<file path="src/hw/rst_seq_pkg.sv">
package rst_seq_pkg;
	// ----------------------------------------
	// Timing
	// ----------------------------------------
	localparam int CLK_MHZ = 200;
	localparam int REJECT_US = 5;
	localparam int ACCEPT_US = 9;
	localparam int SLEEP_DONE_MS = 5;
	localparam int AWAKE_DONE_MS = 120;
	// Filter threshold sits between the reject and accept widths
	localparam int FILT_US = (REJECT_US + ACCEPT_US) / 2;
	localparam int FILT_CYC = FILT_US * CLK_MHZ;
	localparam int SLEEP_DONE_CYC = SLEEP_DONE_MS * 1000 * CLK_MHZ;
	localparam int AWAKE_DONE_CYC = AWAKE_DONE_MS * 1000 * CLK_MHZ;
	// ----------------------------------------
	// Settings store
	// ----------------------------------------
	localparam int NVM_WORDS = 8;
	localparam int NVM_AW = 3;
	localparam int NVM_DW = 8;
	localparam int CV_WORD_IDX = 3;
	localparam logic [7:0] CFG_DEFAULT = 8'h00;
endpackage : rst_seq_pkg

</file>
<file path="src/hw/nvm_if.sv">
`timescale 1ns/1ps
interface nvm_if #(parameter int AW = 3, parameter int DW = 8);
	logic rd_en;
	logic [AW-1:0] rd_addr;
	logic [DW-1:0] rd_data;
	modport ctrl (output rd_en, output rd_addr, input rd_data);
	modport mem (input rd_en, input rd_addr, output rd_data);
endinterface : nvm_if

</file>
<file path="src/hw/nvm_store.sv">
`timescale 1ns/1ps
module nvm_store #(parameter int AW = 3, parameter int DW = 8) (
	input wire logic sys_clk_i,
	nvm_if.mem bus
);
	// Contents stand in for programmed non-volatile cells
	logic [DW-1:0] cells [0:(1<<AW)-1];
	logic [DW-1:0] rd_q;
	always_comb begin
		for (int i = 0; i < (1<<AW); i++) begin
			cells[i] = DW'(8'h11 * i + 8'h05);
		end
	end
	always_ff @(posedge sys_clk_i) begin
		if (bus.rd_en) begin
			rd_q <= cells[bus.rd_addr];
		end
	end
	assign bus.rd_data = rd_q;
endmodule : nvm_store

</file>
<file path="src/hw/display_hw_reset_sequencer.sv">
`timescale 1ns/1ps
// Operation
// (RULE_01) Reset line active low, host drives it
// (RULE_02) Ignore lows under 5us, reset over 9us
// (RULE_03) Filter high spikes inside valid pulse
// (RULE_04) Reload stored settings after each release
// (RULE_05) Blank panel during reset sequence
// (RULE_06) Restore defaults when reset finishes
// (RULE_07) Done within 5ms asleep, 120ms awake
// (RULE_08) Host waits 5ms before commands
// (RULE_09) Host waits 120ms before wake
// (RULE_10) Busy flag gates commands until done
module display_hw_reset_sequencer #(
	parameter int FILT_CYC = rst_seq_pkg::FILT_CYC,
	parameter int SLEEP_CYC = rst_seq_pkg::SLEEP_DONE_CYC,
	parameter int AWAKE_CYC = rst_seq_pkg::AWAKE_DONE_CYC
) (
	input wire logic sys_clk_i,
	input wire logic nrst_i,
	input wire logic reset_line_n_i,
	input wire logic awake_i,
	input wire logic cmd_valid_i,
	output logic busy_o,
	output logic blank_o,
	output logic cmd_accept_o,
	output logic defaults_load_o,
	output logic [7:0] common_voltage_setting_o,
	output logic [7:0] id_checksum_o
);
	// Reload takes two cycles a word, so the sleep window must cover filter plus reload
	if (FILT_CYC < 1 || SLEEP_CYC <= FILT_CYC + 2 * rst_seq_pkg::NVM_WORDS ||
			AWAKE_CYC < SLEEP_CYC) begin : g_bad_timing
		$error("bad timing parameters");
	end

	// ----------------------------------------
	// Pin synchroniser and glitch filter
	// ----------------------------------------
	logic sync1, sync2, filt, next_filt;
	logic [31:0] fcnt, next_fcnt;
	always_ff @(posedge sys_clk_i or negedge nrst_i) begin
		if (!nrst_i) begin
			sync1 <= 1'b1;
			sync2 <= 1'b1;
		end else begin
			sync1 <= reset_line_n_i; // see (RULE_01)
			sync2 <= sync1;
		end
	end
	// Level only changes after it holds for the filter time, both directions
	always_comb begin
		next_filt = filt;
		next_fcnt = 32'd0;
		if (sync2 != filt) begin
			next_fcnt = fcnt + 32'd1;
			if (fcnt == 32'(FILT_CYC - 1)) begin // see (RULE_02) see (RULE_03)
				next_filt = sync2;
				next_fcnt = 32'd0;
			end
		end
	end
	always_ff @(posedge sys_clk_i or negedge nrst_i) begin
		if (!nrst_i) begin
			filt <= 1'b1;
			fcnt <= 32'd0;
		end else begin
			filt <= next_filt;
			fcnt <= next_fcnt;
		end
	end
	// ----------------------------------------
	// Sequencer
	// ----------------------------------------
	typedef enum logic [1:0] {IDLE, HELD, LOAD, WAIT} state_t;
	state_t state, next_state;
	logic [31:0] tcnt, next_tcnt, limit, next_limit;
	logic [2:0] addr, next_addr;
	logic rd_pend, next_rd_pend;
	logic busy, next_busy, blank, next_blank, acc, next_acc, dflt, next_dflt;
	logic [7:0] cv_set, next_cv_set, csum, next_csum;
	nvm_if #(.AW(rst_seq_pkg::NVM_AW), .DW(rst_seq_pkg::NVM_DW)) nvm ();
	nvm_store #(.AW(rst_seq_pkg::NVM_AW), .DW(rst_seq_pkg::NVM_DW)) u_nvm (
		.sys_clk_i(sys_clk_i),
		.bus(nvm.mem)
	);
	assign nvm.rd_en = (state == LOAD) && !rd_pend;
	assign nvm.rd_addr = addr;
	always_comb begin
		next_state = state;
		next_tcnt = tcnt;
		next_limit = limit;
		next_addr = addr;
		next_rd_pend = 1'b0;
		next_busy = busy;
		next_blank = blank;
		next_acc = 1'b0;
		next_dflt = 1'b0;
		next_cv_set = cv_set;
		next_csum = csum;
		unique case (state)
			IDLE: begin
				next_acc = cmd_valid_i; // see (RULE_10)
				if (!filt) begin
					next_state = HELD;
					next_busy = 1'b1; // see (RULE_10)
					next_blank = 1'b1; // see (RULE_05)
					// Awake start needs the longer blanking sequence
					next_limit = awake_i ? 32'(AWAKE_CYC) : 32'(SLEEP_CYC);
					next_tcnt = 32'd0;
				end
			end
			HELD: begin
				if (filt) begin
					next_state = LOAD;
					next_addr = 3'd0;
					next_tcnt = 32'(FILT_CYC);
					next_csum = rst_seq_pkg::CFG_DEFAULT;
				end
			end
			LOAD: begin // see (RULE_04)
				next_tcnt = tcnt + 32'd1;
				next_rd_pend = !rd_pend;
				if (rd_pend) begin
					next_csum = csum + nvm.rd_data;
					if (addr == 3'(rst_seq_pkg::CV_WORD_IDX)) begin
						next_cv_set = nvm.rd_data;
					end
					next_addr = addr + 3'd1;
					if (addr == 3'(rst_seq_pkg::NVM_WORDS - 1)) begin
						next_state = WAIT;
					end
				end
			end
			WAIT: begin
				next_tcnt = tcnt + 32'd1;
				// A fresh valid pulse restarts; the limit picked at first detection is kept
				if (!filt) begin
					next_state = HELD;
				end else if (tcnt >= limit - 32'd1) begin // see (RULE_07)
					next_state = IDLE;
					next_busy = 1'b0;
					next_blank = 1'b0;
					next_dflt = 1'b1; // see (RULE_06)
				end
			end
		endcase
	end
	always_ff @(posedge sys_clk_i or negedge nrst_i) begin
		if (!nrst_i) begin
			state <= IDLE;
			tcnt <= 32'd0;
			limit <= 32'd0;
			addr <= 3'd0;
			rd_pend <= 1'b0;
			busy <= 1'b0;
			blank <= 1'b0;
			acc <= 1'b0;
			dflt <= 1'b0;
			cv_set <= rst_seq_pkg::CFG_DEFAULT;
			csum <= rst_seq_pkg::CFG_DEFAULT;
		end else begin
			state <= next_state;
			tcnt <= next_tcnt;
			limit <= next_limit;
			addr <= next_addr;
			rd_pend <= next_rd_pend;
			busy <= next_busy;
			blank <= next_blank;
			acc <= next_acc;
			dflt <= next_dflt;
			cv_set <= next_cv_set;
			csum <= next_csum;
		end
	end
	assign busy_o = busy;
	assign blank_o = blank;
	assign cmd_accept_o = acc;
	assign defaults_load_o = dflt;
	assign common_voltage_setting_o = cv_set;
	assign id_checksum_o = csum;
endmodule : display_hw_reset_sequencer

</file>
<file path="config.mk">
export PLATFORM = sky130hd
export DESIGN_NAME = display_hw_reset_sequencer
export DESIGN_NICKNAME = d
export VERILOG_FILES = /design/src/hw/rst_seq_pkg.sv /design/src/hw/nvm_if.sv /design/src/hw/nvm_store.sv /design/src/hw/display_hw_reset_sequencer.sv
export SDC_FILE = /design/constraint.sdc
export NUM_CORES = 1
export LEC_CHECK = 0
export CORE_UTILIZATION = 50
export DETAILED_ROUTE_END_ITERATION = 8
export DONT_BUFFER_PORTS = 1
export MAX_ROUTING_LAYER = met4
export SETUP_SLACK_MARGIN = 0.05
export SKIP_LAST_GASP = 1
export SLEW_MARGIN = 25
export SYNTH_ARGS = -nofsm -noshare
export SYNTH_HDL_FRONTEND = slang
export SYNTH_SLANG_ARGS = --single-unit
</file>
<file path="constraint.sdc">
create_clock -name sys_clk_i -period 8.1 [get_ports sys_clk_i]
set_input_delay 0.81 -clock sys_clk_i [delete_from_list [all_inputs] [get_ports sys_clk_i]]
set_output_delay 0.81 -clock sys_clk_i [all_outputs]
set_load 0.02 [all_outputs]
</file>
==> metrics, run 1 <==
drt first pass iters=4; compound-gate portion of the synthesized area=0.126; crit-path most repeated cell=ha_1; Flop pwr share=0.542; final setup margin=4.66 ns; final net count=around 660; first-pass GRT wire length=20,100 µm; clock sink count=101; P_sw=0.206 mW; startpoint class of the critical path=register; area delta synth->final=6.79%; clock-pin slew of the registers on the worst-case setup and hold paths=about 0.07 ns; I/O pin count=25; Post-CTS Resized=0; share of layout cells above drive strength 1=0.0650; max_cap viols=0; Crit Path Category=reg -> reg; endpoints failing hold=0; Pins Over Slew Limit=0; Final Cycle Share=0.425; synthesized instance count=slightly above 600; Total Routing Usage GR=0.222; CP max FO=12; Fin Clk Skew=approximately 0.011 ns; Max VDD drop=~0.00017 V; pin slew with the least headroom to its limit=around 0.86 ns; Setup Buffers After CTS=0; Post-Synth Simple-Gate Area=0.206; CP required=around 8.3 ns; Synth async-reset ratio=0.931; DIE WIDTH=~110 µm; leak pwr=roughly 2.9 nW; via count=around 4,400; H-tree lvl count=3; R2R setup slack=4.66 ns; library cells used by synthesis=51; reg2reg end=state[0]; # DRC=0; Worst path slowest cell=dfrtp_1; Synth Area in XOR/XNOR=0.0687; Gate power share=0.012; Ys Warns=0; Initial Utilization=0.513; RSZ-0062 raised after global routing=false; syn_nets=669; Die Y=~110 µm; Synth area leaders=dfrtp_1, ha_1, o21ai_0; Root Driver=clkbuf_16; initial antenna violation count=0; cell-internal power=between 0.7 and 0.8 mW; number of vias per cell=roughly 5.8; vias in the first global route=approximately 4,200; GP Congestion=around 0.83; fraction of synthesized area in multiplexers=0.0260; WHS=0.142 ns; adder-cell share of the synthesized area=0.102; crit path DAT=between 3 and 4 ns; port buffer count=0; clk_lat worst skew=0.36 ns; CTS max path bufs=2; status=finished clean; max incr delay on CP=between 0.5 and 0.6 ns; Slew headroom=0.424; min cycle time layout=roughly 3.4 ns; die area=12,200 µm²; Antenna Violating Nets Remaining=0; Seq cells post-synth=~100; drt wl/cell=about 16 µm; Setup WS pre-CTS=roughly 4.7 ns; Max Clock Freq=approximately 290 MHz; Worst R2R Start=limit[16]; number of synthesized flops with an enable pin=7; hold crit path type=in -> async; TritonCTS buffer count=9; core footprint=between 10,000 and 15,000 µm²; PD cells=between 150 and 200 nW/µm²; largest family of logic cells by synthesized area=simple AND/OR/NAND/NOR gates; TritonCTS clock tree=yes; Most used DFF post-synth=dfrtp_1; gr ovfl total=0; DP Wirelength=a little under 9000 µm; number of hold buffers added after CTS=0; critical path, cell by cell=inv_1 > ha_1 > ha_1 > nand2b_1 > nand3_1 > ha_1 > nand4_1 > nor4_1 > o311ai_0 > a2111oi_0 > a311oi_1; Post-Syn Area=approximately 5900 µm²; clock share of power=0.445; Seq/Total Area, Yosys=0.438; # setup viols final=0; most area-hungry cell type in the Yosys netlist=dfrtp_1; Sum Neg Setup Slack=0 ns; pin count of the biggest net entering global routing=95; Critical Path End Type=register; top-area cell type share of the netlist area=0.388; length in cells of the worst reg-to-reg path=11; WL final=roughly 12,000 µm; switching part of the total=0.217; Synth Area per Inst=9.50 µm²; Initial DRC Count=~250; Cell Rows=39; Antenna Cells=0
-- worst max-delay path, delay by kind of cell, from the launching register on --
| family | cells | cell delay [ns] |
|---|---|---|
| adder cells (fa/ha/maj) | 3 | 0.83 |
| AO/OA/AOI/OAI | 3 | 0.91 |
| flip-flops | 1 | 0.54 |
| AND/OR/NAND/NOR | 4 | 0.83 |
| buffers and inverters | 1 | 0.19 |
-- cell type report --
type	instances	area, µm²
Inverter	29	109
Clock buffer	12	256
Timing Repair Buffer	2	15.0
Multi-Input combinational cell	467	3110
Tap cell	143	179
Fill cell	1047	5160
Sequential cell	101	2570
Clock inverter	4	30.0
-- state kept, by name, indices dropped and copies added (netlist names) --
register                  cells
id_checksum_o                 8
common_voltage_setting_o      7
fcnt                         32
state                         2
addr                          3
filt                          1
cmd_accept_o                  1
limit                         3
defaults_load_o               1
rd_pend                       1
blank_o                       1
sync1                         1
u_nvm.bus.rd_data             7
tcnt                         32
sync2                         1
-- per-layer routing --
layer | global-route usage | part of all wire | vias to the layer above
met5 | - | 0 | -
met4 | 0.0742 | 0.014 | 0
met3 | 0.0529 | 0.023 | 15
met2 | 0.354 | 0.48 | 46
met1 | 0.278 | 0.48 | 2162
li1 | - | - | 2184
-- power groups by stage --
stage          registers (mW)  logic (mW)  clock network [mW]
2_1_floorplan           0.522      0.0112                   0
3_3_place_gp            0.524      0.0112                   0
3_5_place_dp            0.524      0.0116                   0
4_1_cts                 0.514      0.0117               0.435
5_1_grt                 0.514      0.0131               0.453
6_report                0.514      0.0116               0.422
-- through the flow --
stage | total power, mW | cell area [µm²] | cells | utilization
after detailed placement | 0.535 | 5970 | 742 | 0.523
after CTS | 0.961 | 6260 | 758 | 0.548
final | 0.948 | 6260 | 758 | 0.548
after floorplan | 0.534 | 5860 | 617 | -
after global placement | 0.535 | 5970 | 742 | 0.523
after global routing | 0.980 | 6260 | 758 | 0.548
-- how the worst max path moves through the flow --
stage	from	end	cells past startpoint
global route	limit[16]	state[0]	11
finish	limit[16]	state[0]	11
detailed placement	limit[22]	state[0]	8
global placement	limit[22]	state[0]	8
floorplan	limit[16]	state[0]	12
CTS	limit[22]	state[0]	8
-- cell families (layout without fill, tap and decap cells) --
kind of cell	after synthesis	after routing
muxes	14	14
and+or+nand+nor	234	234
other	1	1
AOI/OAI and AO/OA	125	125
DFF	101	101
buffers and inverters	49	47
xor gates and xnor gates	46	46
adders and majority gates	47	47
-- synthesized netlist by cell type (all sizes together) (3+ instances only) --
cell type	instances
edfxtp	7
and2	5
mux2i	4
a22o	5
mux2	10
nand4	16
clkbuf	14
nor4b	4
dfstp	3
or3	8
o21ai	48
a31oi	5
and4	9
a21o	15
nor2	61
nor3	9
and3	16
nor2b	3
nand3	33
xnor2	27
nand2	52
xor2	19
dfrtp	91
nor4	11
ha	46
a21oi	36
or2	3
buf	6
inv	29
-- cell usage in the layout (no fill, tap or decap), drive strengths merged, types with 10 or more instances in the layout --
cell,count
and3,16
inv,31
a21oi,36
a21o,15
ha,46
nor2,61
nand4,16
xor2,19
nor4,11
nand3,33
dfrtp,91
o21ai,48
clkbuf,12
xnor2,27
nand2,52
mux2,10
No activity file was read; power rests on OpenSTA's default activity.
==> run 2, diff against run 1 <==
ABC_AREA = 1   (was unset)
PLACE_DENSITY = 0.68   (was unset)
clock period = 3.05 ns   (was 8.1 ns; I/O delays follow)
==> metrics, run 2 <==
drt wl/cell=14.2 µm (was 16.1 µm); most common cell after layout, fill and taps aside=nand2_1 (was dfrtp_1); max incr delay on CP=0.41 ns (was 0.54 ns); R2R setup slack=0.40 ns (was 4.66 ns); area post-placement=6950 µm² (was 5970 µm²); Max Clock Freq=377 MHz (was 291 MHz); number of vias per cell=5.21 (was 5.81); crit-path most repeated cell=nand2_1 (was ha_1); Initial DRC Count=429 (was 252); Antenna Cells=0 (unchanged); Flop pwr share=0.539 (was 0.542); Setup Buffers After CTS=0 (unchanged); top-area cell type share of the netlist area=0.337 (was 0.388); DP Wirelength=11,700 µm (was 8690 µm); die area=14,000 µm² (was 12,200 µm²); crit path to=state[0] (unchanged); Antenna Violating Nets Remaining=0 (unchanged); CP startpoint=limit[19] (was limit[16]); PD cells=348 nW/µm² (was 151 nW/µm²); met2 wire length=7180 µm (was 5810 µm); I/O pin count=25 (unchanged); number of synthesized flops with an enable pin=7 (unchanged); min cycle time layout=2.65 ns (was 3.44 ns); synthesized instance count=899 (was 617); WL final=15,400 µm (was 12,200 µm); status=finished clean (unchanged); Synth area leaders=dfrtp_1, nand2_1, ha_1 (was dfrtp_1, ha_1, o21ai_0); Pins Over Slew Limit=0 (unchanged); Seq/Total Area, Yosys=0.380 (was 0.438); Max VDD drop=0.000263 V (was 0.000171 V); Sum Neg Setup Slack=0 ns (unchanged); via count=5,673 (was 4,407); clock share of power=0.433 (was 0.445); hold crit path type=in -> reg (was in -> async); placed insts=1,070 (was 742); TritonCTS buffer count=9 (unchanged); clk_lat worst skew=0.36 ns (about the same); DIE WIDTH=118 µm (was 110 µm); drt first pass iters=5 (was 4); P_sw=0.573 mW (was 0.206 mW); Die Y=118 µm (was 110 µm); Final Cycle Share=0.869 (was 0.425); Fin Clk Skew=0.0115 ns (was 0.0111 ns); Post-Syn Area=6750 µm² (was 5860 µm²); Synth Area per Inst=7.51 µm² (was 9.50 µm²); non-filler instance count after layout=1,089 (was 758); final setup margin=0.398 ns (was 4.66 ns); TritonCTS clock tree=yes (unchanged); most frequent cells in the layout=nand2_1, nor2_1, inv_1 (was dfrtp_1, nor2_1, nand2_1); pin slew with the least headroom to its limit=0.618 ns (was 0.861 ns); startpoint class of the critical path=register (unchanged); critical path, cell by cell=inv_1 > ha_1 > ha_1 > inv_1 > nand2_1 > nand3_1 > ha_1 > nand2_1 > nor2_1 > nand3_1 > nor2_1 > nand2_1 > nand3_1 > nand2_1 > nand2_1 > nand2_1 (was inv_1 > ha_1 > ha_1 > nand2b_1 > nand3_1 > ha_1 > nand4_1 > nor4_1 > o311ai_0 > a2111oi_0 > a311oi_1); fill cell count=1,242 (was 1,047); met3 wire len=743 µm (was 285 µm); port buffer count=0 (unchanged); pin count of the biggest net entering global routing=95 (unchanged); share of layout cells above drive strength 1=0.0745 (was 0.0650); Seq cells post-synth=101 (unchanged); clock-pin slew of the registers on the worst-case setup and hold paths=0.07 ns (about the same); Synth async-reset ratio=0.931 (unchanged); CP max FO=10 (was 12); Crit Path Category=reg -> reg (unchanged); most area-hungry cell type in the Yosys netlist=dfrtp_1 (unchanged); gr ovfl total=0 (unchanged); final net count=960 (was 662); CP required=3.30 ns (was 8.32 ns); cell-internal power=1.95 mW (was 0.742 mW); Post-CTS Resized=0 (unchanged); leak pwr=3.50 nW (was 2.90 nW); length in cells of the worst reg-to-reg path=16 (was 11); Worst R2R Start=limit[19] (was limit[16]); Worst path slowest cell=dfrtp_1 (unchanged); # DRC=0 (unchanged); # setup viols final=0 (unchanged); RSZ-0062 raised after global routing=false (unchanged); Root Driver=clkbuf_16 (unchanged); syn_nets=951 (was 669); Gate power share=0.028 (was 0.012); Initial Utilization=0.512 (was 0.513); Critical Path End Type=register (unchanged); Top Metal Used=met4 (unchanged); max_cap viols=0 (unchanged); reg2reg end=state[0] (unchanged); crit path DAT=2.90 ns (was 3.66 ns); number of hold buffers added after CTS=3 (was 0); Post-Route M1 WL=7310 µm (was 5890 µm); Worst Hold Depth=2; initial antenna violation count=0 (unchanged); switching part of the total=0.227 (was 0.217); core footprint=13,200 µm² (was 11,400 µm²); Cell Rows=42 (was 39); vias in the first global route=5,414 (was 4,196); most frequent cell after synthesis=nand2_1 (was dfrtp_1); endpoints failing hold=0 (unchanged); H-tree lvl count=3 (unchanged); overall power=2.53 mW (was 0.948 mW); clock sink count=101 (unchanged); Ys Warns=0 (unchanged); library cells used by synthesis=52 (was 51); Slew headroom=0.587 (was 0.424); Most used DFF post-synth=dfrtp_1 (unchanged); CTS max path bufs=2 (unchanged); Setup WS pre-CTS=0.427 ns (was 4.70 ns); post-route cell area=7270 µm² (was 6260 µm²); GP Congestion=0.912 (was 0.828); Total Routing Usage GR=0.245 (was 0.222); first-pass GRT wire length=26,100 µm (was 20,100 µm); top post-synthesis cells by count=nand2_1, nor2_1, inv_1, dfrtp_1, nand3_1 (was dfrtp_1, nor2_1, nand2_1, o21ai_0, ha_1); area delta synth->final=7.58% (was 6.79%)
## run 2: changes by cell type after synthesis, moves of 16 or more
cell	change
nor2_1	+68
inv_1	+95
nand2_1	+165
nand3_1	+16
o21ai_0	-23
and3_1	-16
xnor2_1	-21
nor3_1	+18
## run 2: final cells by class
cell class / instances / area [µm²] / area share
inverter: 130 / 488 / 0.0672
tap: 176 / 220 / 0.0303
timing repair buffer: 8 / 85.1 / 0.0117
clock buffer: 13 / 250 / 0.0344
clock inverter: 3 / 21.3 / 0.00293
multi-input combinational: 658 / 3630 / 0.500
sequential: 101 / 2570 / 0.353
## run 2: logic make-up (layout without fill, tap and decap cells)
| family | after synthesis | in the layout | synth area share |
|---|---|---|---|
| AOI/OAI and AO/OA | 86 | 86 | 0.0741 |
| xor gates and xnor gates | 30 | 30 | 0.0389 |
| buffers and inverters | 140 | 154 | 0.0819 |
| other | 1 | 1 | 0.000555 |
| DFF | 101 | 101 | 0.380 |
| adders and majority gates | 47 | 47 | 0.0882 |
| muxes | 7 | 7 | 0.0117 |
| and+or+nand+nor | 487 | 487 | 0.325 |
## run 2: through the flow
stage	hold slack [ns]	utilization
after floorplan	0.00941	-
after global placement	0.0118	0.527
after detailed placement	0.0124	0.527
after CTS	0.0423	0.551
after global routing	0.0447	0.551
final	0.0507	0.551
## run 2: worst min-delay path by stage
stage,end,slack (ns),start
global route,cmd_accept_o,0.04,cmd_valid_i
global placement,fcnt[25],0.01,nrst_i
finish,cmd_accept_o,0.05,cmd_valid_i
floorplan,addr[0],0.009,nrst_i
detailed placement,fcnt[25],0.01,nrst_i
CTS,cmd_accept_o,0.04,cmd_valid_i
## run 2: critical path, delay by kind of cell, from the launching register on
family / cells / cell delay, ns
adder cells (fa/ha/maj): 3 / 0.90
buffers and inverters: 2 / 0.22
flip-flops: 1 / 0.41
AND/OR/NAND/NOR: 11 / 1.01
## run 2: power groups by stage
stage          combinational (mW)  clock (mW)  sequential [mW]
2_1_floorplan              0.0297           0             1.39
3_3_place_gp               0.0406           0             1.39
3_5_place_dp               0.0404           0             1.39
4_1_cts                    0.0736        1.12             1.36
5_1_grt                    0.0834        1.16             1.36
6_report                   0.0703        1.09             1.36
## run 2: layer usage
metal / vias to the layer above / GRT usage
li1: 2923 / -
met1: 2605 / 0.313
met2: 124 / 0.393
met3: 21 / 0.0468
met4: 0 / 0.0721
met5: - / -
